===== config.mk =====
export PLATFORM = sky130hd
export DESIGN_NAME = iebk_top
export DESIGN_NICKNAME = d
export VERILOG_FILES = /design/src/hw/iebk_pkg.sv /design/src/hw/iebk_sync.sv /design/src/hw/iebk_gate.sv /design/src/hw/iebk_top.sv
export SDC_FILE = /design/constraint.sdc
export NUM_CORES = 1
export LEC_CHECK = 0
export BUFFER_PORTS_ARGS = -buffer_cell sky130_fd_sc_hd__buf_2
export CAP_MARGIN = 20
export CORE_ASPECT_RATIO = 0.6
export CORE_MARGIN = 3
export CORE_UTILIZATION = 32
export DETAILED_ROUTE_END_ITERATION = 8
export PLACE_DENSITY = 0.55
export RECOVER_POWER = 25
export SYNTH_ARGS = -nofsm -noshare
export SYNTH_HDL_FRONTEND = slang
export SYNTH_SLANG_ARGS = --single-unit
export TNS_END_PERCENT = 1

===== constraint.sdc =====
create_clock -name CLOCK -period 1.05 [get_ports CLOCK]
set_input_delay 0.0525 -clock CLOCK [delete_from_list [all_inputs] [get_ports CLOCK]]
set_output_delay 0.0525 -clock CLOCK [all_outputs]
set_load 0.01 [all_outputs]

===== src/hw/iebk_pkg.sv =====
// Constants shared by the interrupt enable bank: register offsets,
// field positions, reset values and source indices.
// Assumes an 8-bit register port with byte-wide registers.
`default_nettype none

package iebk_pkg;

    // Register port widths.
    localparam int unsigned ADDR_W = 8;
    localparam int unsigned DATA_W = 8;

    // Register offsets on the register port.
    localparam logic [ADDR_W-1:0] PRI_EN_ADDR = 8'ha8;
    localparam logic [ADDR_W-1:0] SEC_EN_ADDR = 8'ha9;
    localparam logic [ADDR_W-1:0] WAKE_STAT_ADDR = 8'hf0;
    localparam logic [ADDR_W-1:0] WAKE_MASK_ADDR = 8'hf1;

    // Reset values and writable bit masks.
    localparam logic [DATA_W-1:0] REG_RST = 8'h00;
    localparam logic [DATA_W-1:0] PRI_WR_MASK = 8'hbf;
    localparam logic [DATA_W-1:0] SEC_WR_MASK = 8'hff;
    localparam logic [DATA_W-1:0] READ_IDLE = 8'h00;

    // Primary enable register fields.
    localparam int unsigned PRI_GATE_BIT = 7;
    localparam int unsigned PRI_T2_BIT = 5;
    localparam int unsigned PRI_S1_BIT = 4;
    localparam int unsigned PRI_T1_BIT = 3;
    localparam int unsigned PRI_X1_BIT = 2;
    localparam int unsigned PRI_T0_BIT = 1;
    localparam int unsigned PRI_X0_BIT = 0;
    localparam int unsigned PRI_SRC_N = 6;

    // Secondary enable register fields.
    localparam int unsigned SEC_PWM_BIT = 7;
    localparam int unsigned SEC_I2C_BIT = 6;
    localparam int unsigned SEC_S2_BIT = 5;
    localparam int unsigned SEC_SPI_BIT = 4;
    localparam int unsigned SEC_ADTK_BIT = 3;
    localparam int unsigned SEC_XLV_BIT = 2;
    localparam int unsigned SEC_P1_BIT = 1;
    localparam int unsigned SEC_T3_BIT = 0;

    // Request vector: primary bits 5..0 then secondary bits 7..0.
    localparam int unsigned SRC_N = 14;
    localparam int unsigned SRC_SEC_BASE = PRI_SRC_N;
    localparam int unsigned SRC_X0 = PRI_X0_BIT;
    localparam int unsigned SRC_T0 = PRI_T0_BIT;
    localparam int unsigned SRC_X1 = PRI_X1_BIT;
    localparam int unsigned SRC_T1 = PRI_T1_BIT;
    localparam int unsigned SRC_S1 = PRI_S1_BIT;
    localparam int unsigned SRC_T2 = PRI_T2_BIT;
    localparam int unsigned SRC_T3 = SRC_SEC_BASE + SEC_T3_BIT;
    localparam int unsigned SRC_XLV = SRC_SEC_BASE + SEC_XLV_BIT;
    localparam int unsigned SRC_SPI = SRC_SEC_BASE + SEC_SPI_BIT;
    localparam int unsigned SRC_S2 = SRC_SEC_BASE + SEC_S2_BIT;
    localparam int unsigned SRC_I2C = SRC_SEC_BASE + SEC_I2C_BIT;
    localparam int unsigned SRC_PWM = SRC_SEC_BASE + SEC_PWM_BIT;
    localparam logic [SRC_N-1:0] SRC_NONE = 14'h0000;

    // External wake pins: pin 0, pin 1, pins 2 to 9.
    localparam int unsigned PIN_N = 10;
    localparam int unsigned PIN_GRP_LO = 2;

    // Wake status layout.
    localparam int unsigned WK_N = 4;
    localparam int unsigned WK_X0 = 0;
    localparam int unsigned WK_X1 = 1;
    localparam int unsigned WK_XLV = 2;
    localparam int unsigned WK_T3 = 3;
    localparam logic [WK_N-1:0] WK_NONE = 4'h0;

endpackage : iebk_pkg

`default_nettype wire


===== src/hw/iebk_sync.sv =====
// Two-flop synchroniser for the external wake pins.
// Assumes the pins are asynchronous to CLOCK; one bit per pin.
`timescale 1ns/100ps
`default_nettype none

module iebk_sync (
    // Clock and reset
    input wire logic clk,
    input wire logic rst,
    // Pins and synchronised copy
    input wire logic [iebk_pkg::PIN_N-1:0] pin_raw,
    output logic [iebk_pkg::PIN_N-1:0] pin_sync
);
    import iebk_pkg::*;

    // Pins idle high, so reset loads ones to avoid a false wake.
    for (genvar i = 0; i < PIN_N; i++) begin : g_bit
        logic meta_r;
        logic hold_r;
        always_ff @(posedge clk) begin
            if (rst) begin
                meta_r <= 1'b1;
                hold_r <= 1'b1;
            end else begin
                meta_r <= pin_raw[i];
                hold_r <= meta_r;
            end
        end
        assign pin_sync[i] = hold_r;
    end

endmodule // iebk_sync

`default_nettype wire


===== src/hw/iebk_gate.sv =====
// Per-source request gate: a request passes when the global gate and
// its own enable are set. Assumes requests come from CLOCK-domain logic.
`timescale 1ns/100ps
`default_nettype none

module iebk_gate (
    // Clock and reset
    input wire logic clk,
    input wire logic rst,
    // Enables
    input wire logic gate,
    input wire logic [iebk_pkg::SRC_N-1:0] en,
    // Requests in and forwarded
    input wire logic [iebk_pkg::SRC_N-1:0] req,
    output logic [iebk_pkg::SRC_N-1:0] fwd
);
    import iebk_pkg::*;

    for (genvar i = 0; i < SRC_N; i++) begin : g_src
        logic fwd_r;
        always_ff @(posedge clk) begin
            if (rst) begin
                fwd_r <= 1'b0;
            end else begin
                fwd_r <= gate & en[i] & req[i];
            end
        end
        assign fwd[i] = fwd_r;
    end

endmodule // iebk_gate

`default_nettype wire


===== src/hw/iebk_top.sv =====
// Interrupt enable bank: primary and secondary enable registers, request
// gating toward the CPU sequencer, and pin wake-up with sticky status.
// Assumes requests are CLOCK-domain levels and wake pins are asynchronous.
//
// Operation
// With the global gate set, each source follows its own enable bit.
// With the global gate clear, no request reaches the CPU; WAKE_REQ and WAKE_IRQ ignore the gate.
// Timer 2 request forwarded only while its enable bit is set.
// Primary bit 4 enables the first serial port interrupt.
// Primary bit 3 enables the timer 1 interrupt.
// Primary bit 2 enables external pin 1 interrupt and its wake-up.
// Primary bit 1 enables the timer 0 interrupt.
// Primary bit 0 enables external pin 0 interrupt and its wake-up.
// Secondary bit 7 enables the shared pulse group interrupt.
// Secondary bit 6 enables the two-wire interrupt, master or slave.
// Secondary bit 5 enables the second serial port interrupt.
// Secondary bit 4 enables the four-wire interrupt.
// After reset all enable bits read zero.
// Secondary bit 2 enables pins 2 to 9, their wake, low-voltage.
// Secondary bits 0, 1, 3: timer 3 plus wake, port change, converter.
`timescale 1ns/100ps
`default_nettype none

module iebk_top (
    // Clock and reset
    input wire logic CLOCK,
    input wire logic SYS_RST,
    // Register port
    input wire logic [iebk_pkg::ADDR_W-1:0] ADDR,
    input wire logic [iebk_pkg::DATA_W-1:0] WR_DATA,
    input wire logic WR_EN,
    input wire logic RD_EN,
    output logic [iebk_pkg::DATA_W-1:0] RD_DATA,
    // Interrupt requests from peripherals and toward the sequencer
    input wire logic [iebk_pkg::SRC_N-1:0] REQ_IN,
    output logic [iebk_pkg::SRC_N-1:0] IRQ_FWD,
    // External wake pins, active low
    input wire logic [iebk_pkg::PIN_N-1:0] EXT_PIN_N,
    // Wake-up request and wake event interrupt
    output logic WAKE_REQ,
    output logic WAKE_IRQ
);
    import iebk_pkg::*;

    logic [DATA_W-1:0] pri_en_r;
    logic [DATA_W-1:0] sec_en_r;
    logic [WK_N-1:0] wake_stat_r;
    logic [WK_N-1:0] wake_mask_r;
    logic [DATA_W-1:0] rd_data_r;
    logic wake_req_r;
    logic wake_irq_r;
    logic [PIN_N-1:0] pin_s;
    logic [SRC_N-1:0] src_en;
    logic [WK_N-1:0] wake_hit;
    logic [WK_N-1:0] wake_clr;
    logic global_irq_gate;
    logic timer_two_irq_en;
    logic serial_one_irq_en;
    logic timer_one_irq_en;
    logic ext_pin_one_irq_en;
    logic timer_zero_irq_en;
    logic ext_pin_zero_irq_en;
    logic pulse_group_irq_en;
    logic two_wire_irq_en;
    logic serial_two_irq_en;
    logic four_wire_irq_en;
    logic converter_touch_irq_en;
    logic ext_pins_lowvolt_irq_en;
    logic port_one_change_irq_en;
    logic timer_three_irq_en;
    logic wr_pri;
    logic wr_sec;
    logic wr_wstat;
    logic wr_wmask;

    assign wr_pri = WR_EN && (ADDR == PRI_EN_ADDR);
    assign wr_sec = WR_EN && (ADDR == SEC_EN_ADDR);
    assign wr_wstat = WR_EN && (ADDR == WAKE_STAT_ADDR);
    assign wr_wmask = WR_EN && (ADDR == WAKE_MASK_ADDR);

    // Bit 6 of the primary register has no function and is not stored.
    always_ff @(posedge CLOCK) begin
        if (SYS_RST) begin
            pri_en_r <= REG_RST;
        end else if (wr_pri) begin
            pri_en_r <= WR_DATA & PRI_WR_MASK;
        end
    end

    always_ff @(posedge CLOCK) begin
        if (SYS_RST) begin
            sec_en_r <= REG_RST;
        end else if (wr_sec) begin
            sec_en_r <= WR_DATA & SEC_WR_MASK;
        end
    end

    assign global_irq_gate = pri_en_r[PRI_GATE_BIT];
    assign timer_two_irq_en = pri_en_r[PRI_T2_BIT];
    assign serial_one_irq_en = pri_en_r[PRI_S1_BIT];
    assign timer_one_irq_en = pri_en_r[PRI_T1_BIT];
    assign ext_pin_one_irq_en = pri_en_r[PRI_X1_BIT];
    assign timer_zero_irq_en = pri_en_r[PRI_T0_BIT];
    assign ext_pin_zero_irq_en = pri_en_r[PRI_X0_BIT];
    assign pulse_group_irq_en = sec_en_r[SEC_PWM_BIT];
    assign two_wire_irq_en = sec_en_r[SEC_I2C_BIT];
    assign serial_two_irq_en = sec_en_r[SEC_S2_BIT];
    assign four_wire_irq_en = sec_en_r[SEC_SPI_BIT];
    assign converter_touch_irq_en = sec_en_r[SEC_ADTK_BIT];
    assign ext_pins_lowvolt_irq_en = sec_en_r[SEC_XLV_BIT];
    assign port_one_change_irq_en = sec_en_r[SEC_P1_BIT];
    assign timer_three_irq_en = sec_en_r[SEC_T3_BIT];

    assign src_en = {sec_en_r, pri_en_r[PRI_SRC_N-1:0]};

    iebk_gate u_gate (
        .clk(CLOCK),
        .rst(SYS_RST),
        .gate(global_irq_gate),
        .en(src_en),
        .req(REQ_IN),
        .fwd(IRQ_FWD)
    );

    iebk_sync u_sync (
        .clk(CLOCK),
        .rst(SYS_RST),
        .pin_raw(EXT_PIN_N),
        .pin_sync(pin_s)
    );

    // Wake-up ignores the global gate: a sleeping core must still be
    // woken even while software has masked interrupts globally.
    assign wake_hit[WK_X0] = ext_pin_zero_irq_en & ~pin_s[0];
    assign wake_hit[WK_X1] = ext_pin_one_irq_en & ~pin_s[1];
    assign wake_hit[WK_XLV] = ext_pins_lowvolt_irq_en &
        ~(&pin_s[PIN_N-1:PIN_GRP_LO]);
    assign wake_hit[WK_T3] = timer_three_irq_en & REQ_IN[SRC_T3];

    always_ff @(posedge CLOCK) begin
        if (SYS_RST) begin
            wake_req_r <= 1'b0;
        end else begin
            wake_req_r <= |wake_hit;
        end
    end

    assign wake_clr = wr_wstat ? WR_DATA[WK_N-1:0] : WK_NONE;

    // A wake event in the clearing cycle survives the clear.
    always_ff @(posedge CLOCK) begin
        if (SYS_RST) begin
            wake_stat_r <= WK_NONE;
        end else begin
            wake_stat_r <= (wake_stat_r & ~wake_clr) | wake_hit;
        end
    end

    always_ff @(posedge CLOCK) begin
        if (SYS_RST) begin
            wake_mask_r <= WK_NONE;
        end else if (wr_wmask) begin
            wake_mask_r <= WR_DATA[WK_N-1:0];
        end
    end

    always_ff @(posedge CLOCK) begin
        if (SYS_RST) begin
            wake_irq_r <= 1'b0;
        end else begin
            wake_irq_r <= |(wake_stat_r & wake_mask_r);
        end
    end

    // Read data stand for one cycle only; idle cycles read zero.
    always_ff @(posedge CLOCK) begin
        if (SYS_RST) begin
            rd_data_r <= READ_IDLE;
        end else if (RD_EN) begin
            case (ADDR)
                PRI_EN_ADDR: rd_data_r <= pri_en_r;
                SEC_EN_ADDR: rd_data_r <= sec_en_r;
                WAKE_STAT_ADDR: rd_data_r <= DATA_W'(wake_stat_r);
                WAKE_MASK_ADDR: rd_data_r <= DATA_W'(wake_mask_r);
                default: rd_data_r <= READ_IDLE;
            endcase
        end else begin
            rd_data_r <= READ_IDLE;
        end
    end

    assign RD_DATA = rd_data_r;
    assign WAKE_REQ = wake_req_r;
    assign WAKE_IRQ = wake_irq_r;

    chk_global_pass: assert property (
        @(posedge CLOCK) disable iff (SYS_RST)
        global_irq_gate |=> IRQ_FWD == $past(src_en & REQ_IN))
        else $error("enabled request not forwarded as gated");

    chk_global_block: assert property (
        @(posedge CLOCK) disable iff (SYS_RST)
        !global_irq_gate |=> IRQ_FWD == SRC_NONE)
        else $error("request passed with global gate clear");

    chk_timer_two: assert property (
        @(posedge CLOCK) disable iff (SYS_RST)
        !timer_two_irq_en |=> !IRQ_FWD[SRC_T2])
        else $error("timer 2 request passed while disabled");

    chk_serial_one: assert property (
        @(posedge CLOCK) disable iff (SYS_RST)
        global_irq_gate && REQ_IN[SRC_S1] ##0 serial_one_irq_en
        |=> IRQ_FWD[SRC_S1])
        else $error("serial one request lost");

    chk_serial_one_off: assert property (
        @(posedge CLOCK) disable iff (SYS_RST)
        !serial_one_irq_en |=> !IRQ_FWD[SRC_S1])
        else $error("serial one request passed while disabled");

    chk_timer_one: assert property (
        @(posedge CLOCK) disable iff (SYS_RST)
        $rose(IRQ_FWD[SRC_T1]) |-> $past(timer_one_irq_en))
        else $error("timer 1 forwarded while disabled");

    chk_pin_one_wake: assert property (
        @(posedge CLOCK) disable iff (SYS_RST)
        ext_pin_one_irq_en && !pin_s[1]
        |=> wake_stat_r[WK_X1] && WAKE_REQ)
        else $error("pin 1 wake not raised");

    chk_pin_one_fwd: assert property (
        @(posedge CLOCK) disable iff (SYS_RST)
        IRQ_FWD[SRC_X1] |-> $past(ext_pin_one_irq_en))
        else $error("pin 1 request forwarded while disabled");

    chk_timer_zero: assert property (
        @(posedge CLOCK) disable iff (SYS_RST)
        IRQ_FWD[SRC_T0] |-> $past(timer_zero_irq_en && REQ_IN[SRC_T0]))
        else $error("timer 0 forwarded without cause");

    chk_pin_zero_wake: assert property (
        @(posedge CLOCK) disable iff (SYS_RST)
        !ext_pin_zero_irq_en && !wr_wstat ##0 !wake_stat_r[WK_X0]
        |=> !wake_stat_r[WK_X0])
        else $error("pin 0 wake set while disabled");

    chk_pin_zero_fwd: assert property (
        @(posedge CLOCK) disable iff (SYS_RST)
        IRQ_FWD[SRC_X0] |-> $past(ext_pin_zero_irq_en))
        else $error("pin 0 request forwarded while disabled");

    // Wake must not depend on the global gate, or a sleeping core with
    // interrupts masked globally could never be woken.
    chk_wake_ungated: assert property (
        @(posedge CLOCK) disable iff (SYS_RST)
        ext_pin_zero_irq_en && !global_irq_gate && !pin_s[0] |=> WAKE_REQ)
        else $error("pin 0 wake blocked by global gate");

    chk_pulse_group: assert property (
        @(posedge CLOCK) disable iff (SYS_RST)
        IRQ_FWD[SRC_PWM] |-> $past(pulse_group_irq_en))
        else $error("pulse group forwarded while disabled");

    chk_two_wire: assert property (
        @(posedge CLOCK) disable iff (SYS_RST)
        IRQ_FWD[SRC_I2C] |-> $past(two_wire_irq_en))
        else $error("two-wire forwarded while disabled");

    chk_serial_two: assert property (
        @(posedge CLOCK) disable iff (SYS_RST)
        IRQ_FWD[SRC_S2] |-> $past(serial_two_irq_en))
        else $error("serial two forwarded while disabled");

    chk_four_wire: assert property (
        @(posedge CLOCK) disable iff (SYS_RST)
        IRQ_FWD[SRC_SPI] |-> $past(four_wire_irq_en))
        else $error("four-wire forwarded while disabled");

    chk_reset_clear: assert property (
        @(posedge CLOCK)
        $past(SYS_RST) |-> pri_en_r == REG_RST && sec_en_r == REG_RST)
        else $error("enable bits not zero after reset");

    chk_pin_group: assert property (
        @(posedge CLOCK) disable iff (SYS_RST)
        wake_hit[WK_XLV] |=> wake_stat_r[WK_XLV] ##1 wake_irq_r ||
        !$past(wake_mask_r[WK_XLV]))
        else $error("pin group wake not recorded");

    chk_pin_group_fwd: assert property (
        @(posedge CLOCK) disable iff (SYS_RST)
        IRQ_FWD[SRC_XLV] |-> $past(ext_pins_lowvolt_irq_en))
        else $error("pin group request forwarded while disabled");

    chk_timer_three: assert property (
        @(posedge CLOCK) disable iff (SYS_RST)
        timer_three_irq_en && REQ_IN[SRC_T3] |=> WAKE_REQ)
        else $error("timer 3 wake not raised");

    chk_timer_three_fwd: assert property (
        @(posedge CLOCK) disable iff (SYS_RST)
        IRQ_FWD[SRC_T3] |-> $past(timer_three_irq_en))
        else $error("timer 3 request forwarded while disabled");

    chk_port_change: assert property (
        @(posedge CLOCK) disable iff (SYS_RST)
        IRQ_FWD[SRC_SEC_BASE + SEC_P1_BIT]
        |-> $past(port_one_change_irq_en))
        else $error("port change request forwarded while disabled");

    chk_converter: assert property (
        @(posedge CLOCK) disable iff (SYS_RST)
        IRQ_FWD[SRC_SEC_BASE + SEC_ADTK_BIT]
        |-> $past(converter_touch_irq_en))
        else $error("converter request forwarded while disabled");

    chk_set_wins: assert property (
        @(posedge CLOCK) disable iff (SYS_RST)
        wake_hit != WK_NONE
        |=> (wake_stat_r & $past(wake_hit)) == $past(wake_hit))
        else $error("wake event lost to a status clear");

    chk_wake_idle: assert property (
        @(posedge CLOCK) disable iff (SYS_RST)
        wake_hit == WK_NONE |=> !WAKE_REQ)
        else $error("wake request raised without a wake source");

    chk_wake_irq_on: assert property (
        @(posedge CLOCK) disable iff (SYS_RST)
        (wake_stat_r & wake_mask_r) != WK_NONE |=> WAKE_IRQ)
        else $error("unmasked wake status gave no interrupt");

    chk_wake_irq_off: assert property (
        @(posedge CLOCK) disable iff (SYS_RST)
        (wake_stat_r & wake_mask_r) == WK_NONE |=> !WAKE_IRQ)
        else $error("wake interrupt raised with nothing unmasked");

    chk_read_once: assert property (
        @(posedge CLOCK) disable iff (SYS_RST)
        RD_EN && ADDR == PRI_EN_ADDR ##1 !RD_EN
        |-> RD_DATA == $past(pri_en_r) ##1 RD_DATA == READ_IDLE)
        else $error("primary read data wrong or held");

    chk_read_idle: assert property (
        @(posedge CLOCK) disable iff (SYS_RST)
        !RD_EN |=> RD_DATA == READ_IDLE)
        else $error("read data not idle after a cycle without read");

    cov_forward: cover property (@(posedge CLOCK) disable iff (SYS_RST)
        global_irq_gate ##1 IRQ_FWD != SRC_NONE);

    cov_blocked: cover property (@(posedge CLOCK) disable iff (SYS_RST)
        !global_irq_gate && (src_en & REQ_IN) != SRC_NONE);

    cov_wake_irq: cover property (@(posedge CLOCK) disable iff (SYS_RST)
        $rose(WAKE_IRQ));

    cov_clear_race: cover property (@(posedge CLOCK) disable iff (SYS_RST)
        wr_wstat && (wake_clr & wake_hit) != WK_NONE);

endmodule // iebk_top

`default_nettype wire


Word-level counts from Yosys, hierarchy flattened:

Cells that the tools add are included.

* equality and inequality tests: 4
* multiplexer cells: 2
* bitwise gates (word level): 40
* reductions and logical operators: 8

Operators by type and width (number)
* 1-bit AND: 32
* 8-bit == test (second input constant): 4
* 8-bit one-hot mux with 4 select lines: 1
* 4-bit AND: 2
* 8-bit AND reduction: 1
* 4-bit OR reduction: 2
* 1-bit logical AND: 4
* 4-bit 2-to-1 mux: 1
* 1-bit inverter: 4
* 4-bit inverter: 1
* 4-bit OR: 1
* 2-bit OR reduction: 1

* bits in registers: 67
* input port bits: 44
* output and inout bits: 24
* logic and storage cells: 95

Logic depth before layout (Yosys ltp):

Gate-level depths: netlist (run 1).

* depth in word-level cells: 6
* depth in mapped cells: 5
* mapped depth without buffers: 3

Cells and area by module:

Synthesis (run 1) repeated with hierarchy kept, for this count alone.

* cells, all modules: 248
* area total of the unflattened synthesis: 2657.5 um^2

By module, submodules not included
* iebk_top: times used 1, cells each 152, area each 1481.4 um^2, sequential area each 660.6 um^2
* iebk_sync: times used 1, cells each 52, area each 623.1 um^2, sequential area each 400.4 um^2
* iebk_gate: times used 1, cells each 44, area each 553.0 um^2, sequential area each 280.3 um^2

Least setup slack after synthesis (run 1):

OpenSTA, ideal clock, no wires.

* path kind: input -> register
* from: input ADDR[0] in the netlist's numbering
* to: register wake_stat_r[0]
* setup time: 0.132 ns
* data arrival time: 1.010 ns
* required time: 0.918 ns
* setup slack: -0.092 ns
* stages on the path: 5
* path buffers: 2
* cell sequence: buf_6 -> or3b_4 -> buf_6 -> o41ai_2 -> a21oi_1

* cells in the longest elaborated chain, start to end: 6

RTL lines
* start, declared: line iebk_top.sv:29 `input wire logic [iebk_pkg::ADDR_W-1:0] ADDR,`
* 8-bit == test: line iebk_top.sv:78 `assign wr_wstat = WR_EN && (ADDR == WAKE_STAT_ADDR);`
* 1-bit logical AND: line iebk_top.sv:78
* 4-bit 2-to-1 mux: line iebk_top.sv:148 `assign wake_clr = wr_wstat ? WR_DATA[WK_N-1:0] : WK_NONE;`
* 4-bit inverter: line iebk_top.sv:155 `wake_stat_r <= (wake_stat_r & ~wake_clr) | wake_hit;`
* 4-bit AND: line iebk_top.sv:155
* 4-bit OR: line iebk_top.sv:155
* end signal, assigned: line iebk_top.sv:155
* end, declared: line iebk_top.sv:47 `logic [WK_N-1:0] wake_stat_r;`

Every way passes these cells.
A chain may end at the register's enable or synchronous reset.

Final worst setup path (run 1):

* from: register pri_en_r[0]
* to: register rd_data_r[0] (netlist: RD_DATA[0])

* cells in the longest elaborated chain, start to end: 1

RTL lines
* start, declared: line iebk_top.sv:45 `logic [DATA_W-1:0] pri_en_r;`
* start signal, assigned: line iebk_top.sv:86 `pri_en_r <= WR_DATA & PRI_WR_MASK;`
* 8-bit one-hot mux with 4 select lines: line iebk_top.sv:180 `case (ADDR)`
* end signal, assigned: line iebk_top.sv:181 `PRI_EN_ADDR: rd_data_r <= pri_en_r;`
* end signal, assigned: line iebk_top.sv:182 `SEC_EN_ADDR: rd_data_r <= sec_en_r;`
* end signal, assigned: line iebk_top.sv:183 `WAKE_STAT_ADDR: rd_data_r <= DATA_W'(wake_stat_r);`
* end, declared: line iebk_top.sv:49 `logic [DATA_W-1:0] rd_data_r;`

Every way passes these cells.

==> results of run 1 <==
==> sequential cells by signal, summed over array words and instances (netlist names) <==
| register | cells |
|---|---|
| RD_DATA | 8 |
| WAKE_IRQ | 1 |
| WAKE_REQ | 1 |
| pri_en_r | 7 |
| sec_en_r | 8 |
| u_gate.g_src.fwd_r | 14 |
| u_sync.g_bit.hold_r | 10 |
| u_sync.g_bit.meta_r | 10 |
| wake_mask_r | 4 |
| wake_stat_r | 4 |
==> per-layer routing <==
metal | vias to the layer above | global-route usage | routed length (µm)
met5 | - | 0 | 0
li1 | 1196 | - | -
met4 | 0 | 0.05525 | 16
met3 | 2 | 0.07885 | 705
met1 | 1078 | 0.2190 | 3535
met2 | 105 | 0.2011 | 2956
==> cell type report <==
cell class / instances / area share
Inverter: 5 / 0.004923
Timing Repair Buffer: 132 / 0.2406
Sequential cell: 67 / 0.3518
Tap cell: 108 / 0.03544
Clock inverter: 7 / 0.01707
Multi-Input combinational cell: 158 / 0.2911
Clock buffer: 9 / 0.05907
==> worst max path at each step <==
stage                      from              to  slack, ns  cells after the start
floorplan               ADDR[0]  wake_stat_r[0]      -0.09                      5
global placement        ADDR[4]     pri_en_r[5]      -0.19                      5
detailed placement      ADDR[1]  wake_stat_r[3]      -0.16                      4
CTS                 pri_en_r[0]      RD_DATA[0]       0.03                      3
global route        pri_en_r[2]      RD_DATA[2]      0.007                      3
finish              pri_en_r[0]      RD_DATA[0]       0.05                      3
==> layout by cell type (no fill, tap or decap), drive strengths merged <==
cell type    count
buf            103
dfxtp           67
nand4           30
dlygate4sd3     28
a21oi           24
or2             20
o31ai           19
and3            14
clkbuf          10
inv             10
nor2             5
o211ai           5
and4b            4
a31oi            4
nand3b           4
o41ai            4
nor4bb           4
and3b            3
mux2i            3
nor3b            3
a22oi            2
nand2b           2
or3b             2
nand3            1
nor2b            1
and4bb           1
o21ai            1
nand2            1
a41oi            1
clkinvlp         1
clkinv           1
==> worst max-delay path, cell delays in order (launching register included) <==
cell	delay (ns)
sky130_fd_sc_hd__dfxtp_1	0.35
sky130_fd_sc_hd__nor4bb_2	0.23
sky130_fd_sc_hd__o211ai_1	0.14
sky130_fd_sc_hd__a31oi_1	0.19
==> cell usage after synthesis (all sizes together) (2+ instances only) <==
cell,n,area [µm²]
dfxtp,67,1341
clkbuf,16,60.06
o31ai,19,142.6
and3,14,87.58
or2,20,125.1
nand2b,2,12.51
a21oi,24,120.1
or3b,2,20.02
nor4bb,4,40.04
buf,22,161.4
inv,5,18.77
nand3b,4,33.78
a22oi,2,15.01
o41ai,4,57.56
o211ai,5,37.54
nand4,30,187.7
nor2,5,18.77
a31oi,4,25.02
nor3b,3,22.52
and4b,4,40.04
mux2i,3,30.03
and3b,3,26.28
==> power by group through the flow <==
stage | logic [W] | registers (W) | clock network [W]
6_report | 0.000446 | 0.00259 | 0.00288
5_1_grt | 0.000486 | 0.00259 | 0.00306
4_1_cts | 0.000439 | 0.00259 | 0.00296
3_5_place_dp | 0.000359 | 0.00264 | 0
3_3_place_gp | 0.000356 | 0.00264 | 0
2_1_floorplan | 0.000170 | 0.00264 | 0
==> metrics by stage <==
stage               hold WS (ns)  worst slack (ns)
floorplan                 0.1563          -0.08683
global placement          0.2340           -0.1906
detailed placement        0.2361           -0.1608
CTS                     0.002749           0.03425
global route             0.01665          0.006653
finish                  0.005447           0.05127
==> cells by family after synthesis <==
group | synth area share
AND/OR/NAND/NOR | 0.2408
flip-flops | 0.5033
AO/OA/AOI/OAI | 0.1545
buffers and inverters | 0.09014
multiplexers | 0.01127
==> what timing repair did <==
item | CTS | global route
endpoints found under the setup margin | 0 | 2
gates resized for setup | 0 | 3
hold endpoints to repair | 30 | 0
hold buffers | 28 | 0
==> run metrics, run 1 <==
antenna cell count=0; cell row count=25; Placed Instances=442; number of cells in the finished layout apart from fillers=just under 500; sw power=0.001440 W; final instance area=about 3800 µm²; Max Buffers Root-to-Sink=2; worst slew slack as a fraction of its limit=0.7861; highest fanout seen on the critical path=2; fraction of layout cells with a size suffix above 1=0.3889; final clock period utilization by the worst path=0.9512; Hold Path End=wake_mask_r[0]; leakage power total=roughly 1.6 nW; root cell of the clock tree=sky130_fd_sc_hd__clkbuf_16; Internal Dissipation=~0.0045 W; type of the worst setup path=register to register; number of detailed-routing iterations run before antenna repair=4; TritonCTS clock tree=yes; final weighted congestion of routability-driven global placement=about 0.91; DRC violations left=0; count of port buffers added during placement=67; instance count of the mapped netlist=around 270; Detailed Route WL=approximately 7.2 mm; status=completed; net count after synthesis=~310; reg-to-reg critical path endpoint=RD_DATA[0]; CTS Sinks=67; first-pass GRT wire length=approximately 11 mm; internal reg-to-reg setup slack=0.05 ns; Hold Path Stages=3; switching power as a share of total power=0.2435; HPWL Detailed=approximately 5.3 mm; Starting DRT DRC Count=between 200 and 250; standard cell area after detailed placement=between 3000 and 4000 µm²; share of total power in sequential cells=0.437; Worst EP required=approximately 1.3 ns; die area=approximately 9500 µm²; portion of total power attributed to the clock network=0.487; launching element type of the critical path=register; highest achievable clock rate=1001 MHz; area of all sequential standard cells=between 1000 and 1500 µm²; setup violators final=0; Hold Path Origin=WR_DATA[0]; number of buffers created by CTS=9; Synth Cell Area=between 2000 and 3000 µm²; Antenna Violating Nets Remaining=0; count of final max-slew check failures=0; starting utilization of the core area=0.3341; vertical die dimension=between 70 and 80 µm; final critical-path required period=0.9987 ns; Overall Power=0.005913 W; final core area utilization=0.4780; via count=around 2,400; leftover overflow at the end of global routing=0; worst skew pair latency=~0.34 ns; total power per unit cell area=approximately 1600 nW/µm²; antenna violations before repair=0; CTS H-tree depth=3; final setup skew=around 0.013 ns; ratio of routed vias to standard cells=about 4.9; count of final hold-check violations=0; share of synthesized registers carrying an async set or reset=0; CP endpoint kind=register; filler instances=~760; via count of the first global-routing pass=2,168; setup repair after global routing missed its margin=no; max-cap violation count=0; Arr. time, crit path=about 1.3 ns; most used flip-flop cell after synthesis=sky130_fd_sc_hd__dfxtp_1; type of the worst min-delay path=input pin to register; Routed WL per cell=~15 µm; relative contribution of combinational cells to total power=0.075; die extent in x=123.8 µm; layout overhead on the synthesized area=43.05%; Core Footprint=7976 µm²; actual transition at the worst max-transition pin=approximately 0.32 ns; number of warning messages in the yosys log=0; mean cell area of the mapped netlist=a little under 10 µm²; footprint of the multi-input gates=~1100 µm²; sequential-to-total area share from yosys stat=0.5033; # nets final=about 420; post-CTS clock slew at the launch and capture registers of the worst setup and hold paths=approximately 0.060 ns; peak supply drop=764.7 µV; number of top-level pins=a little under 70; number of storage elements in the synthesis netlist=between 60 and 70; Distinct cells, synth=34; Post-CTS Repair Setup Buffers=0; number of enable-type register cells in the synthesized netlist=0; R2R depth=3; Reg2Reg Launch Point=pri_en_r[0]; TNS Setup=0 ns; largest net degree at the start of global routing=29; overall track demand over capacity in global routing=0.1557
No activity file was read; power rests on OpenSTA's default activity.
==> run 2, diff against run 1 <==
==> constraint.sdc (replaced) <==
create_clock -name CLOCK -period 0.8 [get_ports CLOCK]
set_input_delay 0.04 -clock CLOCK [delete_from_list [all_inputs] [get_ports CLOCK]]
set_output_delay 0.04 -clock CLOCK [all_outputs]
set_load 0.01 [all_outputs]
==> run 2 against run 1 <==
Total power is 37% higher. Largest power group unchanged. The flow now finishes with violations (setup timing). Non-clock buffer count rose by 8. Via count rose by 2.8%. Critical path type unchanged. Worst setup slack worse by 0.17 ns. Sequential share of layout area shrank 2.4 points. Combinational power rose by 50%. Highest routed layer unchanged. Critical endpoint is now RD_DATA[2].
==> run metrics, run 2 (synthesized netlist as in run 1, its figures left out) <==
family with the most delay on the worst path=flip-flops; Max Buffers Root-to-Sink=2; final core area utilization=0.5217; first-pass GRT wire length=about 12 mm; final clock period utilization by the worst path=1.153; Arr. time, crit path=1.13 ns; most frequent standard cell in the layout excluding fill and tap cells=sky130_fd_sc_hd__buf_2; crit path max-delay cell type=sky130_fd_sc_hd__dfxtp_2; sw power=slightly below 0.002 W; # nets final=around 430; number of buffers created by CTS=9; Antenna Violating Nets Remaining=0; layout overhead on the synthesized area=56.15%; number of detailed-routing iterations run before antenna repair=4; violated checks=setup timing; most frequent cells in the layout=sky130_fd_sc_hd__buf_2 (56), sky130_fd_sc_hd__dfxtp_1 (50), sky130_fd_sc_hd__buf_4 (36), sky130_fd_sc_hd__nand4_1 (30), sky130_fd_sc_hd__dlygate4sd3_1 (29); die extent in x=123.8 µm; vertical die dimension=about 77 µm; launching element type of the critical path=register; via count=between 2,000 and 2,500; worst slack on hold paths=roughly 0.077 ns; count of final hold-check violations=0; starting utilization of the core area=0.3341; CP endpoint kind=register; fraction of layout cells with a size suffix above 1=0.4974; HPWL Detailed=just over 5 mm; GR Util met3=0.06264; CTS Sinks=67; antenna cell count=0; Internal Dissipation=a little over 0.006 W; filler instances=between 700 and 800; overall track demand over capacity in global routing=0.1655; max reg flops=14; total power per unit cell area=slightly below 2000 nW/µm²; max-cap violation count=0; cell-by-cell trace of the critical path=and4b_1 > o211ai_1 > a31oi_1; number of cells in the finished layout apart from fillers=around 490; via count of the first global-routing pass=about 2,300; final setup skew=0.01176 ns; switching power as a share of total power=0.2371; largest net degree at the start of global routing=47; DRC violations left=0; leading registers by flop count=u_gate.g_src.fwd_r: 14 flops, u_sync.g_bit.hold_r: 10 flops, u_sync.g_bit.meta_r: 10 flops; antenna violations before repair=0; TNS Setup=-2.450 ns; peak supply drop=approximately 1200 µV; count of port buffers added during placement=67; relative contribution of combinational cells to total power=0.082; Starting DRT DRC Count=roughly 170; highest achievable clock rate=between 1000 and 1500 MHz; post-CTS clock slew at the launch and capture registers of the worst setup and hold paths=roughly 0.06 ns; actual transition at the worst max-transition pin=~0.43 ns; Global Route met2 Usage=0.2199; type of the worst setup path=register to register; leftover overflow at the end of global routing=0; TritonCTS clock tree=yes; worst skew pair latency=between 0.3 and 0.4 ns; Detailed Route WL=roughly 7.7 mm; highest fanout seen on the critical path=2; final instance area=about 4200 µm²; Core Footprint=~8000 µm²; Buffers & Inverters on Critical Path=0; setup violators final=42; met1 layer usage reported by global route=0.2445; ratio of routed vias to standard cells=4.953; type of the worst min-delay path=input pin to register; status=finished, violations left; final critical-path required period=about 0.92 ns; standard cell area after detailed placement=~3300 µm²; register containing the most flip-flops in the final layout=u_gate.g_src.fwd_r; Placed Instances=around 450; count of final max-slew check failures=0; portion of total power attributed to the clock network=0.500; share of total power in sequential cells=0.417; final weighted congestion of routability-driven global placement=~0.84; Routed WL per cell=around 15 µm; max incr delay on CP=~0.33 ns; setup repair after global routing missed its margin=yes; cell row count=25; leakage power total=between 1.5 and 2 nW; root cell of the clock tree=sky130_fd_sc_hd__clkbuf_16; die area=approximately 9500 µm²; worst slew slack as a fraction of its limit=0.7147; number of top-level pins=68; CTS H-tree depth=3; peak-usage layer in the global routing report=met1; Worst EP required=1.00 ns; setup ws final=-0.1225 ns
## run 2: cell count changes in the layout (fill, tap and decap cells not counted), sizes merged
| cell | previous run | this run |
|---|---|---|
| bufinv | 0 | 1 |
| inv | 10 | 9 |
| clkinv | 1 | 0 |
| dlygate4sd3 | 28 | 29 |
| clkbuf | 10 | 9 |
| buf | 103 | 111 |
| clkinvlp | 1 | 2 |
## run 2: routing by layer
metal / routed length (µm) / vias to the layer above
met5: 0 / -
met4: 66 / 0
met3: 872 / 8
met2: 3086 / 121
met1: 3627 / 1108
li1: - / 1210
## run 2: power by group through the flow
stage	Clock [W]	Sequential (W)	Combinational (W)
after floorplan	0	0.00347	0.000223
after global placement	0	0.00347	0.000496
after detailed placement	0	0.00347	0.000496
after CTS	0.00414	0.00339	0.000640
after global routing	0.00432	0.00339	0.000716
final	0.00407	0.00339	0.000668
## run 2: worst reg2reg max path, delay by kind of cell, from the launching register on
family,cells,cell delay (ns)
and+or+nand+nor,1,0.16
DFF,1,0.33
AOI/OAI and AO/OA,2,0.29
## run 2: worst paths after layout
path | from | end | slack (ns) | cells after the start
setup / recovery | wake_stat_r[2] | RD_DATA[2] | -0.12 | 3
hold / removal | WR_DATA[2] | wake_stat_r[2] | 0.08 | 4
setup reg to reg | wake_stat_r[2] | RD_DATA[2] | -0.12 | 3
hold reg to reg | u_sync.g_bit[0].meta_r | u_sync.g_bit[0].hold_r | 0.40 | 1
## run 2: area by class of cell
cell class | instances | area (µm²) | share of cell area
sequential | 67 | 1363 | 0.3274
multi-input combinational | 158 | 1247 | 0.2998
timing repair buffer | 140 | 1090 | 0.2619
clock buffer | 9 | 225.2 | 0.05412
tap | 108 | 135.1 | 0.03247
clock inverter | 7 | 82.58 | 0.01984
inverter | 5 | 18.77 | 0.004510
## run 2: metrics by stage
stage | worst slack [ns] | total power [W]
after CTS | -0.1035 | 0.008178
after detailed placement | -0.5782 | 0.003964
after global routing | -0.1828 | 0.008430
final | -0.1225 | 0.008130
after floorplan | -0.3243 | 0.003688
after global placement | -0.5369 | 0.003964
## run 2: timing repair
| item | in CTS | in global routing |
|---|---|---|
| pin swaps | 5 | 8 |
| buffers inserted | 2 | 0 |
| hold buffers | 29 | 0 |
| setup endpoints to repair | 63 | 67 |
| resized for setup | 31 | 34 |
| hold endpoints to repair | 32 | 0 |
